[src/dbgef_defines.vh]
// Constants for the debug error flag and security gate block
`ifndef DBGEF_DEFINES_VH
`define DBGEF_DEFINES_VH

// Status low byte bit positions
`define DBGEF_BIT_ILLEGAL_COMMAND_POS 0
`define DBGEF_BIT_ILLEGAL_ACCESS_POS 1
`define DBGEF_BIT_READ_INVALID_POS 2
`define DBGEF_BIT_NORSP_POS 3

// Filler byte returned on failed or illegal accesses
`define DBGEF_FILL_BYTE 8'hEE

// Free bus cycle wait limit in core clocks
`define DBGEF_TMO_CYCLES 10'h200
`define DBGEF_TMO_W 10

// Width of the long acknowledge pulse in core clocks
`define DBGEF_LACK_CYCLES 4'h8
`define DBGEF_LACK_W 4

// Command class codes
`define DBGEF_CLS_ALWAYS 2'h0
`define DBGEF_CLS_NONINT 2'h1
`define DBGEF_CLS_ACTIVE 2'h2

// Access sequencer states
`define DBGEF_ST_IDLE 2'h0
`define DBGEF_ST_WAIT 2'h1
`define DBGEF_ST_HOLD 2'h2

`endif

[src/dbgef_cmd_check.v]
// Command legality check: decides the illegal command conditions
`timescale 1ns/1ps
`include "dbgef_defines.vh"

module dbgef_cmd_check (
    input wire clk,
    input wire rst_n,
    input wire cmd_valid,
    input wire [1:0] cmd_class,
    input wire cmd_unimpl,
    input wire cmd_seq_bad,
    input wire ctrl_enabled,
    input wire bdm_active_flag,
    input wire erase_busy,
    input wire secure,
    output reg illegal_r
);

    reg illegal_nxt;

    // Any of the four refusal causes marks the command illegal
    always @* begin
        illegal_nxt = 1'b0;
        if (cmd_valid) begin
            if (cmd_unimpl || cmd_seq_bad)
                illegal_nxt = 1'b1;
            if (cmd_class == `DBGEF_CLS_ACTIVE && !bdm_active_flag)
                illegal_nxt = 1'b1;
            if (cmd_class != `DBGEF_CLS_ALWAYS && (!ctrl_enabled || erase_busy || secure))
                illegal_nxt = 1'b1;
        end
    end

    // Registered so the top sees a one-cycle verdict pulse
    always @(posedge clk or negedge rst_n) begin
        if (!rst_n) begin
            illegal_r <= 1'b0;
        end else begin
            illegal_r <= illegal_nxt;
        end
    end

endmodule

[src/dbgef_timeout.v]
// Free bus cycle timeout counter
`timescale 1ns/1ps
`include "dbgef_defines.vh"

module dbgef_timeout (
    input wire clk,
    input wire rst_n,
    input wire run,
    output reg expired_r
);

    reg [`DBGEF_TMO_W-1:0] cnt_r;

    // Counts while the access waits; restarts whenever waiting stops
    always @(posedge clk or negedge rst_n) begin
        if (!rst_n) begin
            cnt_r <= {`DBGEF_TMO_W{1'b0}};
            expired_r <= 1'b0;
        end else if (!run) begin
            cnt_r <= {`DBGEF_TMO_W{1'b0}};
            expired_r <= 1'b0;
        end else begin
            if (cnt_r != `DBGEF_TMO_CYCLES - 10'h001)
                cnt_r <= cnt_r + 10'h001;
            expired_r <= (cnt_r == `DBGEF_TMO_CYCLES - 10'h001);
        end
    end

endmodule

[src/dbgef_core.v]
// Debug error flags, filler data and security gate, top level
//
// Summary of operation
// - No free cycle in 512 clocks with handshake sets no_response
// - Early host retrieval sets no_response when unacknowledged
// - Unfinished write at next command sets no_response
// - Stop-mode memory or command access without clock sets no_response
// - Abort on error unless external wait holds
// - Background command in wait: flag, no abort
// - Register commands in wait re-set no_response
// - Command before wait return sets no_response
// - Step entering wait sets no_response when ctrl_enabled
// - No_response returns 0xEE per data byte
// - Writing one clears a flag; zero keeps
// - ECC read error sets read_invalid, data kept
// - Unimplemented, flash write, bad register: illegal_access
// - Illegal access returns 0xEE per byte
// - Unimplemented or misordered command: illegal_command
// - Active-only command outside background: illegal_command
// - Restricted command when disabled, erasing, secure: illegal
// - Illegal read command returns 0xEE bytes
// - Secure reset clears unsecure; access restricted
// - Good mass erase unsecures, sets unsecure_flag
// - Failed mass erase keeps device secure
// - Timeout abort with acknowledge sends long pulse
`timescale 1ns/1ps
`include "dbgef_defines.vh"

module dbgef_core (
    input wire clk,
    input wire rst_n,
    // Command arrival from the serial front end
    input wire cmd_valid,
    input wire [1:0] cmd_class,
    input wire cmd_unimpl,
    input wire cmd_seq_bad,
    input wire cmd_is_background,
    input wire cmd_is_cpu_reg,
    input wire cmd_is_step,
    input wire cmd_is_read,
    // Internal access request and its outcome
    input wire acc_start,
    input wire acc_is_write,
    input wire acc_is_mem,
    input wire acc_is_command_b,
    input wire acc_unimpl_addr,
    input wire acc_flash_write,
    input wire acc_bad_reg,
    input wire bus_free,
    input wire acc_done,
    input wire ecc_error,
    input wire [7:0] acc_rdata,
    input wire external_wait,
    // Host retrieval and status write
    input wire host_retrieve,
    input wire csr_wr,
    input wire [3:0] csr_wdata,
    // Controller and device state
    input wire ack_enable,
    input wire cycle_bit_a,
    input wire clock_in_stop_bit,
    input wire ctrl_enabled,
    input wire bdm_active_flag,
    input wire stop_mode,
    input wire wait_mode,
    input wire wait_return_pending,
    input wire secure_at_reset,
    input wire erase_busy,
    input wire erase_done,
    input wire erase_ok,
    // Results
    output reg [7:0] debug_status_low_byte_r,
    output reg [7:0] rdata_r,
    output reg acc_abort_r,
    output reg halt_req_r,
    output reg long_ack_r,
    output reg unsecure_flag_r,
    output reg sec_unlock_r
);

    ////////////////////////////////////////////////////////////////////////////
    // Declarations

    reg no_response_flag_r;
    reg read_invalid_flag_r;
    reg illegal_access_flag_r;
    reg illegal_command_flag_r;
    reg [1:0] state_r;
    reg [1:0] state_nxt;
    reg acc_wr_r;
    reg bad_acc_r;
    reg halt_pend_r;
    reg bg_cmd_r;
    reg strap_seen_r;
    reg [`DBGEF_LACK_W-1:0] lack_cnt_r;
    reg nr_set;
    reg abort_req;
    wire illegal_cmd;
    wire tmo_expired;
    wire handshake;
    wire in_flight;
    wire bad_acc_now;

    assign handshake = ack_enable && !cycle_bit_a;
    assign in_flight = (state_r != `DBGEF_ST_IDLE);
    assign bad_acc_now = acc_unimpl_addr || acc_flash_write || acc_bad_reg;

    ////////////////////////////////////////////////////////////////////////////
    // Sub blocks

    dbgef_cmd_check u_cmd_check (
        .clk(clk),
        .rst_n(rst_n),
        .cmd_valid(cmd_valid),
        .cmd_class(cmd_class),
        .cmd_unimpl(cmd_unimpl),
        .cmd_seq_bad(cmd_seq_bad),
        .ctrl_enabled(ctrl_enabled),
        .bdm_active_flag(bdm_active_flag),
        .erase_busy(erase_busy),
        .secure(!unsecure_flag_r),
        .illegal_r(illegal_cmd)
    );

    // Timer only runs while a handshaked access awaits a free cycle
    dbgef_timeout u_timeout (
        .clk(clk),
        .rst_n(rst_n),
        .run(state_r == `DBGEF_ST_WAIT && handshake && !bus_free),
        .expired_r(tmo_expired)
    );

    ////////////////////////////////////////////////////////////////////////////
    // Access sequencer

    // Idle, waiting for bus cycle/finish, or held by external wait
    always @* begin
        state_nxt = state_r;
        case (state_r)
            `DBGEF_ST_IDLE: begin
                if (acc_start && !bad_acc_now && !(stop_mode && !clock_in_stop_bit))
                    state_nxt = `DBGEF_ST_WAIT;
            end
            `DBGEF_ST_WAIT: begin
                if (acc_done)
                    state_nxt = `DBGEF_ST_IDLE;
                else if (abort_req && external_wait)
                    state_nxt = `DBGEF_ST_HOLD;
                else if (abort_req)
                    state_nxt = `DBGEF_ST_IDLE;
            end
            `DBGEF_ST_HOLD: begin
                if (!external_wait || acc_done)
                    state_nxt = `DBGEF_ST_IDLE;
            end
            default: state_nxt = `DBGEF_ST_IDLE;
        endcase
    end

    // No-response causes; abortable ones also request an abort
    always @* begin
        nr_set = 1'b0;
        abort_req = 1'b0;
        if (state_r == `DBGEF_ST_WAIT && tmo_expired) begin
            nr_set = 1'b1;
            abort_req = 1'b1;
        end
        if (in_flight && !acc_done && !handshake && host_retrieve) begin
            nr_set = 1'b1;
            abort_req = 1'b1;
        end
        if (in_flight && acc_wr_r && !acc_done && cmd_valid) begin
            nr_set = 1'b1;
            abort_req = 1'b1;
        end
        if (acc_start && stop_mode && !clock_in_stop_bit && (acc_is_mem || acc_is_command_b))
            nr_set = 1'b1;
        if (cmd_valid && wait_mode && (cmd_is_background || cmd_is_cpu_reg))
            nr_set = 1'b1;
        if (cmd_valid && wait_return_pending)
            nr_set = 1'b1;
        if (cmd_valid && cmd_is_step && ctrl_enabled && wait_mode)
            nr_set = 1'b1;
    end

    always @(posedge clk or negedge rst_n) begin
        if (!rst_n) begin
            state_r <= `DBGEF_ST_IDLE;
            acc_wr_r <= 1'b0;
            bad_acc_r <= 1'b0;
            acc_abort_r <= 1'b0;
        end else begin
            state_r <= state_nxt;
            if (acc_start) begin
                acc_wr_r <= acc_is_write;
                bad_acc_r <= bad_acc_now;
            end
            // Abort deferred while an external wait stretches the cycle
            acc_abort_r <= (abort_req && !external_wait) ||
                (state_r == `DBGEF_ST_HOLD && !external_wait && !acc_done);
        end
    end

    ////////////////////////////////////////////////////////////////////////////
    // Error flags

    // Hardware set wins over a same-cycle write-one clear
    always @(posedge clk or negedge rst_n) begin
        if (!rst_n) begin
            no_response_flag_r <= 1'b0;
            read_invalid_flag_r <= 1'b0;
            illegal_access_flag_r <= 1'b0;
            illegal_command_flag_r <= 1'b0;
        end else begin
            if (nr_set || (acc_start && (stop_mode && !clock_in_stop_bit) && acc_is_command_b))
                no_response_flag_r <= 1'b1;
            else if (csr_wr && csr_wdata[`DBGEF_BIT_NORSP_POS])
                no_response_flag_r <= 1'b0;
            if (acc_done && in_flight && !acc_wr_r && ecc_error)
                read_invalid_flag_r <= 1'b1;
            else if (csr_wr && csr_wdata[`DBGEF_BIT_READ_INVALID_POS])
                read_invalid_flag_r <= 1'b0;
            if (acc_start && bad_acc_now)
                illegal_access_flag_r <= 1'b1;
            else if (csr_wr && csr_wdata[`DBGEF_BIT_ILLEGAL_ACCESS_POS])
                illegal_access_flag_r <= 1'b0;
            if (illegal_cmd)
                illegal_command_flag_r <= 1'b1;
            else if (csr_wr && csr_wdata[`DBGEF_BIT_ILLEGAL_COMMAND_POS])
                illegal_command_flag_r <= 1'b0;
        end
    end

    // Status byte mirrors the flags one cycle later; upper bits are not ours
    always @(posedge clk or negedge rst_n) begin
        if (!rst_n) begin
            debug_status_low_byte_r <= 8'h00;
        end else begin
            debug_status_low_byte_r <= {4'h0, no_response_flag_r, read_invalid_flag_r,
                illegal_access_flag_r, illegal_command_flag_r};
        end
    end

    ////////////////////////////////////////////////////////////////////////////
    // Returned data

    // Filler replaces data on failed or illegal access; ECC error keeps data
    always @(posedge clk or negedge rst_n) begin
        if (!rst_n) begin
            rdata_r <= 8'h00;
        end else if (no_response_flag_r) begin
            rdata_r <= `DBGEF_FILL_BYTE;
        end else if (bad_acc_r) begin
            rdata_r <= `DBGEF_FILL_BYTE;
        end else if (illegal_command_flag_r && cmd_is_read) begin
            rdata_r <= `DBGEF_FILL_BYTE;
        end else if (acc_done && in_flight && !acc_wr_r) begin
            rdata_r <= acc_rdata;
        end
    end

    ////////////////////////////////////////////////////////////////////////////
    // Halt request and long acknowledge

    // Background request in wait is kept and completes on wait exit
    always @(posedge clk or negedge rst_n) begin
        if (!rst_n) begin
            bg_cmd_r <= 1'b0;
            halt_pend_r <= 1'b0;
            halt_req_r <= 1'b0;
        end else begin
            // Legality verdict lands a cycle after the command, so wait for it
            bg_cmd_r <= cmd_valid && cmd_is_background && ctrl_enabled;
            if (bg_cmd_r && !illegal_cmd)
                halt_pend_r <= 1'b1;
            else if (halt_req_r)
                halt_pend_r <= 1'b0;
            halt_req_r <= halt_pend_r && !wait_mode && !halt_req_r;
        end
    end

    // Long pulse flags a timeout abort to the host when handshaking
    always @(posedge clk or negedge rst_n) begin
        if (!rst_n) begin
            lack_cnt_r <= {`DBGEF_LACK_W{1'b0}};
            long_ack_r <= 1'b0;
        end else if (state_r == `DBGEF_ST_WAIT && tmo_expired && handshake) begin
            lack_cnt_r <= `DBGEF_LACK_CYCLES;
            long_ack_r <= 1'b1;
        end else if (lack_cnt_r != {`DBGEF_LACK_W{1'b0}}) begin
            lack_cnt_r <= lack_cnt_r - {{(`DBGEF_LACK_W-1){1'b0}}, 1'b1};
            long_ack_r <= (lack_cnt_r != {{(`DBGEF_LACK_W-1){1'b0}}, 1'b1});
        end else begin
            long_ack_r <= 1'b0;
        end
    end

    ////////////////////////////////////////////////////////////////////////////
    // Security

    // Secure strap is caught on the first clock after reset release
    always @(posedge clk or negedge rst_n) begin
        if (!rst_n) begin
            strap_seen_r <= 1'b0;
            unsecure_flag_r <= 1'b0;
            sec_unlock_r <= 1'b0;
        end else begin
            sec_unlock_r <= 1'b0;
            if (!strap_seen_r) begin
                strap_seen_r <= 1'b1;
                unsecure_flag_r <= !secure_at_reset;
            end else if (erase_done && erase_ok) begin
                unsecure_flag_r <= 1'b1;
                sec_unlock_r <= 1'b1;
            end
            // Failed erase leaves the flag as it is, device stays locked
        end
    end

endmodule

[config.mk]
export PLATFORM = sky130hd
export DESIGN_NAME = dbgef_core
export DESIGN_NICKNAME = d
export VERILOG_FILES = /design/src/dbgef_cmd_check.v /design/src/dbgef_timeout.v /design/src/dbgef_core.v
export VERILOG_INCLUDE_DIRS = /design/src
export SDC_FILE = /design/constraint.sdc
export NUM_CORES = 1
export LEC_CHECK = 0
export BUFFER_PORTS_ARGS = -buffer_cell sky130_fd_sc_hd__buf_2
export CAP_MARGIN = 20
export CORE_MARGIN = 5
export CORE_UTILIZATION = 50
export CTS_CLUSTER_SIZE = 28
export DETAILED_ROUTE_END_ITERATION = 10
export GPL_ROUTABILITY_DRIVEN = 0
export PLACE_DENSITY = 0.79
export SETUP_SLACK_MARGIN = 0.5
export SLEW_MARGIN = 20
export SYNTH_ARGS = -nofsm -noshare
export SYNTH_HDL_FRONTEND = slang
export SYNTH_SLANG_ARGS = --single-unit
[constraint.sdc]
create_clock -name clk -period 2 [get_ports clk]
set_clock_uncertainty 0.2 [all_clocks]
set_input_delay 0.3 -clock clk [delete_from_list [all_inputs] [get_ports clk]]
set_output_delay 0.3 -clock clk [all_outputs]
set_load 0.02 [all_outputs]
==> results_dict.tcl, run 1 <==
set metrics [dict create \
    synth_warnings 0 \
    die_y_um 73.7 \
    cts_root_buffer "clkbuf_8" \
    synth_cell_types 45 \
    critPathSlowestCell "dfrtp_1" \
    start_kind "flop" \
    period_needed_ns 1.56 \
    p_sw_uw 420 \
    cts_made_buffers 5 \
    core-area_mm2 0.00397 \
    grt.total_usage 0.177 \
    fillers 309 \
    drtPass1Iterations 4 \
    grt_first_pass_wirelength_um 7210 \
    grt_max_degree 45 \
    crit_fanout 5 \
    slew_headroom 0.622 \
    start_util 0.511 \
    rows 23 \
    htree_levels 2 \
    io_buffers 64 \
    yosys_register_bits 44 \
    cts_buffer_depth 2 \
    intPower_mw 1.29 \
    p_sw_frac 0.245 \
    finalNetCount 323 \
    boundaryPins 69 \
    vias_per_cell 5.30 \
    critical_path.endpoint_type "flop" \
    cts_tree "built" \
    layout_commonest_cell "buf_2" \
    drc 0 \
    holdPathStages 3 \
    r2r_cells 5 \
    wire_per_inst_um 14.7 \
    finalPower_mw 1.71 \
    final_cell_mix "64 x buf_2, 40 x dfrtp_1, 20 x nor2_1, 16 x nand2_1, 13 x buf_4" \
    fp.dieW_um 73.7 \
    irDropWorstVdd_v 0.000385 \
    rsz0062_at_grt "true" \
    setup_tns_ns 0 \
    comb_power_share 0.113 \
    synth.avg_cell_area_um2 10.9 \
    clk_pin_slew_worst_paths_ns 0.09 \
    maxClockFrequency_ghz 0.643 \
    drv_slew 0 \
    maxCapViolations 0 \
    vias 1706 \
    synthToLayoutAreaGrowth_pct 31.2 \
    multiInputGateArea_um2 901 \
    crit_type "reg -> reg" \
    max_stage_delay_ns 0.44 \
    crit_required_ns 1.98 \
    syn_area_mm2 0.00203 \
    clkPwrFrac 0.334 \
    path_cells "nor2_2 -> nor3b_2 -> buf_6 -> mux2i_2 -> nand2_1" \
    grt_pass1_vias 1638 \
    grt_overflow 0 \
    yosysSeqAreaShare 0.542 \
    setup_viol 0 \
    ant_nets 0 \
    p_leak_nw 1.26 \
    die_area_mm2 0.00544 \
    seq_area_mm2 0.00111 \
    hold_viol_final 0 \
    period_share 0.778 \
    outcome "finished, final reports clean" \
    drt_iter0_drc 125 \
    clock_sinks 44 \
    drt_wl_total_um 4750 \
    seq_power_share 0.553 \
    grt_antenna_before_repair 0 \
    syn_inst 186 \
    hp-class "in -> reg" \
    diodes 0 \
    insertion_delay_ns 0.30 \
    cellPowerDensity_mw_per_mm2 642 \
    layout-drive-gt1-share 0.397 \
    dpl.hpwl_um 3340 \
    worstPathArrival_ns 1.53 \
    tightestPinTransition_ns 0.552 \
]
## stage by stage
step           utilization  setup slack (ns)  hold slack, ns  area, um^2  std cells
2_1_floorplan            -             0.500          -0.196        2040        189
3_3_place_gp         0.611             0.368          0.0928        2420        300
3_5_place_dp         0.611             0.340          0.0917        2420        300
4_1_cts              0.652             0.472          0.0171        2590        315
5_1_grt              0.671             0.368          0.0190        2670        322
6_report             0.671             0.445          0.0249        2670        322
## cells in the mapped netlist
master	number	area, um^2
dfrtp_1	44	1100
nor2_1	21	78.8
nand2_1	16	60.1
mux2i_1	12	120
inv_1	9	33.8
nand2b_1	7	43.8
o21ai_0	7	35.0
a21oi_1	5	25.0
buf_4	5	37.5
nor2b_1	5	31.3
and3_1	4	25.0
ha_1	4	50.1
nand3_1	3	15.0
nor3_1	3	15.0
o211ai_1	3	22.5
or3_1	3	18.8
a211oi_1	2	15.0
a22oi_1	2	15.0
conb_1	2	7.51
nand4b_1	2	17.5
nor3_2	2	20.0
xor2_1	2	17.5
a2111oi_0	1	8.76
a21o_1	1	7.51
a221oi_1	1	8.76
a22o_1	1	8.76
a2bb2oi_1	1	8.76
a31oi_1	1	6.26
and3_2	1	7.51
and3b_1	1	8.76
buf_2	1	5.00
mux2_2	1	11.3
nand3b_1	1	7.51
nand4_1	1	6.26
nand4_4	1	21.3
nor3_4	1	16.3
nor3b_1	1	7.51
nor3b_2	1	12.5
o2111ai_1	1	8.76
o21bai_4	1	18.8
o221ai_1	1	8.76
o31a_1	1	8.76
o32a_1	1	10.0
o32ai_1	1	8.76
xnor2_1	1	8.76
## cells by family (layout without fill, tap and decap cells)
kind of cell / Yosys count / after routing / share of synthesized area
other: 2 / 5 / 0.00370
multiplexers: 13 / 13 / 0.0647
flip-flops: 44 / 44 / 0.542
adder cells (fa/ha/maj): 4 / 4 / 0.0246
XOR/XNOR: 3 / 3 / 0.0129
AND/OR/NAND/NOR: 74 / 74 / 0.203
buffers and inverters: 15 / 98 / 0.0376
AO/OA/AOI/OAI: 31 / 31 / 0.111
## routing by layer
layer / GRT usage / share of wire / up-vias
met1: 0.216 / 0.39 / 811
li1: - / - / 814
met4: 0.105 / 0.027 / 0
met2: 0.289 / 0.50 / 68
met5: 0 / 0 / -
met3: 0.0356 / 0.090 / 13
## power groups by stage
stage                     Combinational, mW  Sequential [mW]  Clock [mW]
final                                 0.193            0.947       0.572
after detailed placement              0.182            0.965           0
after global routing                  0.214            0.951       0.626
after floorplan                      0.0657            0.981           0
after global placement                0.179            0.963           0
after CTS                             0.190            0.946       0.586
## final cells by class
cell class	count	share of cell area
Clock inverter	2	0.00376
Multi-Input combinational cell	130	0.338
Timing Repair Buffer	81	0.176
Inverter	9	0.0127
Clock buffer	6	0.0310
Sequential cell	44	0.415
Tap cell	50	0.0235
## repair_timing
| action | in CTS | in global routing |
|---|---|---|
| endpoints found under the hold margin | 45 | 0 |
| pin swaps | 4 | 7 |
| resized for setup | 4 | 9 |
| cloned | 0 | 1 |
| hold buffers | 2 | 0 |
| buffers inserted | 5 | 6 |
| endpoints found under the setup margin | 19 | 20 |
## worst max-delay path, delay by kind of cell, from the launching register on
| family | cells | cell delay, ns |
|---|---|---|
| muxes | 1 | 0.21 |
| and+or+nand+nor | 3 | 0.42 |
| DFF | 1 | 0.44 |
| buffers and inverters | 1 | 0.18 |
## flip-flops by register name, indices dropped and copies added (netlist names), 2 cells and up
| signal | cells |
|---|---|
| rdata_r | 8 |
| lack_cnt_r | 4 |
| state_r | 2 |
| u_timeout.cnt_r | 10 |
| debug_status_low_byte_r | 4 |
## worst paths after layout
| check | startpoint | end | slack (ns) |
|---|---|---|---|
| max in group asynchronous | rst_n | u_timeout.cnt_r[5] | 1.07 |
| setup reg to reg | state_r[0] | rdata_r[5] | 0.44 |
| hold / removal | acc_rdata[2] | rdata_r[2] | 0.02 |
| hold reg to reg | illegal_access_flag_r | debug_status_low_byte_r[1] | 0.18 |
| min in group asynchronous | rst_n | debug_status_low_byte_r[2] | 0.30 |
| setup / recovery | state_r[0] | rdata_r[5] | 0.44 |
No activity file was read; power rests on OpenSTA's default activity.
==> run 2: changes to the inputs <==
- CORE_UTILIZATION: 50 -> 45
- PLACE_DENSITY: 0.79 -> 0.75
- clock period: 2 -> 1.3 ns (I/O delays scaled with it)
==> run 2 against run 1 <==
The flow now finishes with violations (hold timing, setup timing). Cell area grew 20%. Wire length grew 16%. Hold slack got worse by 0.35 ns. Critical path depth unchanged. Die area up 9.6%. Register-to-register slack lost 0.72 ns. Largest cell class unchanged. Highest routed layer unchanged.
==> results_dict.tcl, run 2 (same netlist as run 1, synthesis figures left out) <==
set metrics [dict create \
    outcome "complete, but fails checks" \
    violations "hold timing, setup timing" \
    cp.depth 5 \
    grt_first_pass_wirelength_um 9000 \
    cts_buffer_depth 2 \
    rsz0062_at_grt "true" \
    drt_wl_total_um 5500 \
    largest-register "u_timeout.cnt_r" \
    period_needed_ns 1.58 \
    crit_buf_inv 0 \
    drv_slew 0 \
    vias 1807 \
    clock_sinks 44 \
    max_stage_delay_ns 0.44 \
    place_ws_ns -0.243 \
    cp-endpoint "u_timeout.cnt_r[5]" \
    grt_overflow 0 \
    setup_tns_ns -4.61 \
    worstPathArrival_ns 1.60 \
    holdWs_ns -0.324 \
    clk_pin_slew_worst_paths_ns 0.08 \
    synthToLayoutAreaGrowth_pct 57.1 \
    ant_nets 0 \
    diodes 0 \
    die_y_um 77.2 \
    layout_commonest_cell "buf_2" \
    tightestPinTransition_ns 0.466 \
    seq_area_mm2 0.00112 \
    drt_iter0_drc 83 \
    finalNetCount 347 \
    irDropWorstVdd_v 0.000443 \
    r2r_end "u_timeout.cnt_r[5]" \
    hold_viol_final 60 \
    setup.worst_path.start "u_timeout.cnt_r[0]" \
    path_cells "ha_4 -> nand4b_1 -> o21bai_4 -> or3_1 -> a21oi_1" \
    wire_per_inst_um 15.8 \
    grt_pass1_vias 1904 \
    rrSetupSlack_ns -0.28 \
    crit_family "flip-flops" \
    cts_root_buffer "clkbuf_8" \
    drc 0 \
    critical_path.endpoint_type "flop" \
    start_util 0.466 \
    p_leak_nw 1.45 \
    cts_tree "built" \
    core-area_mm2 0.00435 \
    htree_levels 2 \
    dpl.hpwl_um 3550 \
    multiInputGateArea_mm2 0.00108 \
    fin_ws_ns -0.277 \
    fp.dieW_um 77.2 \
    crit_required_ns 1.32 \
    vias_per_cell 5.19 \
    die_area_mm2 0.00596 \
    grt_antenna_before_repair 0 \
    grt.total_usage 0.184 \
    setup_viol 31 \
    period_share 1.21 \
    largest_reg_flops 10 \
    final_cell_mix "47 x buf_2, 30 x dfrtp_1, 29 x buf_6, 27 x buf_4, 18 x nor2_1" \
    crit_type "reg -> reg" \
    grt_max_degree 45 \
    drtPass1Iterations 4 \
    hp-class "in -> async" \
    slew_headroom 0.681 \
    layout-drive-gt1-share 0.561 \
    maxClockFrequency_ghz 0.634 \
    r2r_cells 5 \
    maxCapViolations 0 \
    boundaryPins 69 \
    cellPowerDensity_mw_per_mm2 928 \
    io_buffers 64 \
    start_kind "flop" \
    cts_made_buffers 5 \
    fillers 299 \
    reg2reg_from "u_timeout.cnt_r[0]" \
    crit_fanout 5 \
    reg_top3 "u_timeout.cnt_r x10, rdata_r x8" \
    insertion_delay_ns 0.29 \
    critPathSlowestCell "dfrtp_1" \
    rows 24 \
]
-- run 2: cell count changes in the layout (fill, tap and decap cells not counted), sizes merged --
cell         change
buf             +25
bufinv           +1
clkinv           -1
dlygate4sd3      -2
or3              +1
-- run 2: layout make-up --
type	instances	share of cell area
Clock buffer	6	0.0228
Clock inverter	2	0.0110
Inverter	9	0.0106
Multi-Input combinational cell	131	0.339
Sequential cell	44	0.351
Tap cell	52	0.0204
Timing Repair Buffer	104	0.246
-- run 2: routing by layer --
layer  track usage  vias up  routed length (um)  share of wire
met5             0        -                   0              0
li1              -      861                   -              -
met2         0.322       64                2820           0.51
met3        0.0445        7                 356          0.065
met1         0.226      875                2250           0.41
met4        0.0447        0                  67          0.012
-- run 2: stage by stage --
stage          hold slack (ns)  cell area, um^2   util  total power, mW  cells
3_3_place_gp           -0.0102             2680  0.615             1.81    325
4_1_cts                 -0.321             3090  0.709             2.96    343
5_1_grt                 -0.311             3190  0.732             3.09    348
3_5_place_dp          -0.00483             2680  0.615             1.82    325
6_report                -0.324             3190  0.732             2.96    348
2_1_floorplan           -0.301             2130      -             1.64    189
-- run 2: power breakdown --
group          switching, mW  internal [mW]  leakage, nW
Sequential            0.0539           1.43        0.530
Combinational          0.200          0.245        0.863
Clock                  0.460          0.571       0.0552
Total                  0.713           2.25         1.45
-- run 2: how the worst min path moves through the flow --
stage | from | endpoint | slack [ns] | cells past startpoint
CTS | rst_n | rdata_r[1] | -0.32 | 2
finish | rst_n | rdata_r[1] | -0.32 | 2
floorplan | rst_n | acc_abort_r | -0.30 | 0
global route | rst_n | rdata_r[5] | -0.31 | 2
detailed placement | rst_n | rdata_r[1] | -0.005 | 2
global placement | rst_n | rdata_r[6] | -0.01 | 2
-- run 2: repair_timing --
action,in CTS,in global routing
hold endpoints to repair,63,59
setup buffers,8,5
resized for setup,64,17
pin swaps,6,16
cloned,2,0
endpoints found under the setup margin,55,55
==> run 3: changes to the inputs <==
- CORE_MARGIN: 5 -> 10
==> run 3 against run 2 <==
Via count shrank 1.7%. The flow still finishes with violations (hold timing, setup timing). Sequential share of layout area grew 0.23 points. Register-to-register slack is essentially flat. Largest cell class unchanged. Global-route usage shrank 4.4 points. Critical endpoint unchanged. Highest routed layer unchanged. Largest power group unchanged.
==> results_dict.tcl, run 3 (same netlist as run 1, synthesis figures left out) <==
set metrics [dict create \
    outcome "complete, but fails checks" \
    violations "hold timing, setup timing" \
    grt_antenna_before_repair 0 \
    cp-endpoint "u_timeout.cnt_r[5]" \
    fillers 295 \
    crit_fanout 5 \
    diodes 0 \
    cts_tree "built" \
    io_buffers 64 \
    largest_reg_flops 10 \
    cts_made_buffers 5 \
    final_core_util 0.725 \
    hp-class "in -> async" \
    drv_slew 0 \
    start_kind "flop" \
    largest-register "u_timeout.cnt_r" \
    vias 1776 \
    finalPower_mw 2.76 \
    drt_wl_total_um 5890 \
    wire_per_inst_um 16.9 \
    layout_commonest_cell "buf_2" \
    clock_sinks 44 \
    boundaryPins 69 \
    p_leak_nw 1.45 \
    maxClockFrequency_ghz 0.637 \
    grt_max_degree 45 \
    maxCapViolations 0 \
    final_cell_mix "47 x buf_2, 33 x dfrtp_1, 33 x buf_4, 23 x buf_6, 15 x nor2_1" \
    setup.worst_path.start "u_timeout.cnt_r[0]" \
    cts_root_buffer "clkbuf_8" \
    place_ws_ns -0.260 \
    layout-drive-gt1-share 0.574 \
    r2r_cells 5 \
    finalNetCount 347 \
    cellPowerDensity_mw_per_mm2 875 \
    rrSetupSlack_ns -0.27 \
    drtPass1Iterations 4 \
    multiInputGateArea_mm2 0.00109 \
    r2r_end "u_timeout.cnt_r[5]" \
    crit_required_ns 1.33 \
    holdWs_ns -0.336 \
    grt_first_pass_wirelength_um 8480 \
    drt_iter0_drc 47 \
    reg2reg_from "u_timeout.cnt_r[0]" \
    crit_type "reg -> reg" \
    worstPathArrival_ns 1.59 \
    die_area_mm2 0.00760 \
    rows 24 \
    irDropWorstVdd_v 0.000635 \
    period_needed_ns 1.57 \
    htree_levels 2 \
    clk_pin_slew_worst_paths_ns 0.08 \
    ant_nets 0 \
    vias_per_cell 5.10 \
    hold_viol_final 60 \
    core-area_mm2 0.00435 \
    rsz0062_at_grt "true" \
    setup_viol 28 \
    grt.total_usage 0.140 \
    grt_pass1_vias 1715 \
    cts_buffer_depth 2 \
    dpl.hpwl_um 3990 \
    start_util 0.466 \
    insertion_delay_ns 0.29 \
    grt_overflow 0 \
    period_share 1.21 \
    drc 0 \
    synthToLayoutAreaGrowth_pct 55.5 \
    seq_area_mm2 0.00111 \
    critical_path.endpoint_type "flop" \
    fp.dieW_um 87.2 \
    die_y_um 87.2 \
    reg_top3 "u_timeout.cnt_r x10, rdata_r x8" \
    fin_ws_ns -0.269 \
]
-- run 3: through the flow --
stage               setup TNS, ns  instances  cell area [um^2]
finish                      -3.98        348              3160
global route                -5.90        348              3160
CTS                         -3.51        342              3040
detailed placement          -4.21        324              2670
global placement            -3.61        324              2670
floorplan                   -1.82        189              2130
-- run 3: worst min path at each step --
stage	start	endpoint	slack (ns)	depth (start not counted)
finish	rst_n	rdata_r[3]	-0.34	2
global route	rst_n	bg_cmd_r	-0.32	2
CTS	rst_n	rdata_r[3]	-0.32	2
detailed placement	rst_n	rdata_r[3]	-0.009	2
global placement	rst_n	rdata_r[3]	-0.01	2
floorplan	rst_n	acc_abort_r	-0.30	0
-- run 3: report_power, final --
| group | switching (mW) | internal (mW) | total [mW] |
|---|---|---|---|
| Sequential | 0.0432 | 1.43 | 1.47 |
| Clock | 0.457 | 0.424 | 0.882 |
| Combinational | 0.195 | 0.213 | 0.408 |
| Total | 0.696 | 2.07 | 2.76 |
-- run 3: layer usage --
metal,vias up,global-route usage,share of wire
met5,-,0,0
met4,0,0.0391,0.012
met3,7,0.0590,0.093
met2,62,0.225,0.49
met1,843,0.167,0.40
li1,864,-,-
-- run 3: worst max-delay path: stages (launching register included) --
cell and delay [ns]:
dfrtp_1 0.43, ha_4 0.20, nand4b_1 0.14, o21bai_4 0.08, or3_1 0.32, a21oi_2 0.13
-- run 3: final cells by class --
cell class | instances | area share
sequential | 44 | 0.353
inverter | 9 | 0.0107
clock buffer | 6 | 0.0261
tap | 52 | 0.0206
timing repair buffer | 104 | 0.241
multi-input combinational | 131 | 0.345
clock inverter | 2 | 0.00317
-- run 3: what timing repair did --
item | 4_1_cts | 5_1_grt
resized for setup | 62 | 16
cloned | 2 | 0
buffers inserted | 8 | 6
pin swaps | 17 | 8
hold endpoints to repair | 62 | 60
endpoints found under the setup margin | 55 | 55
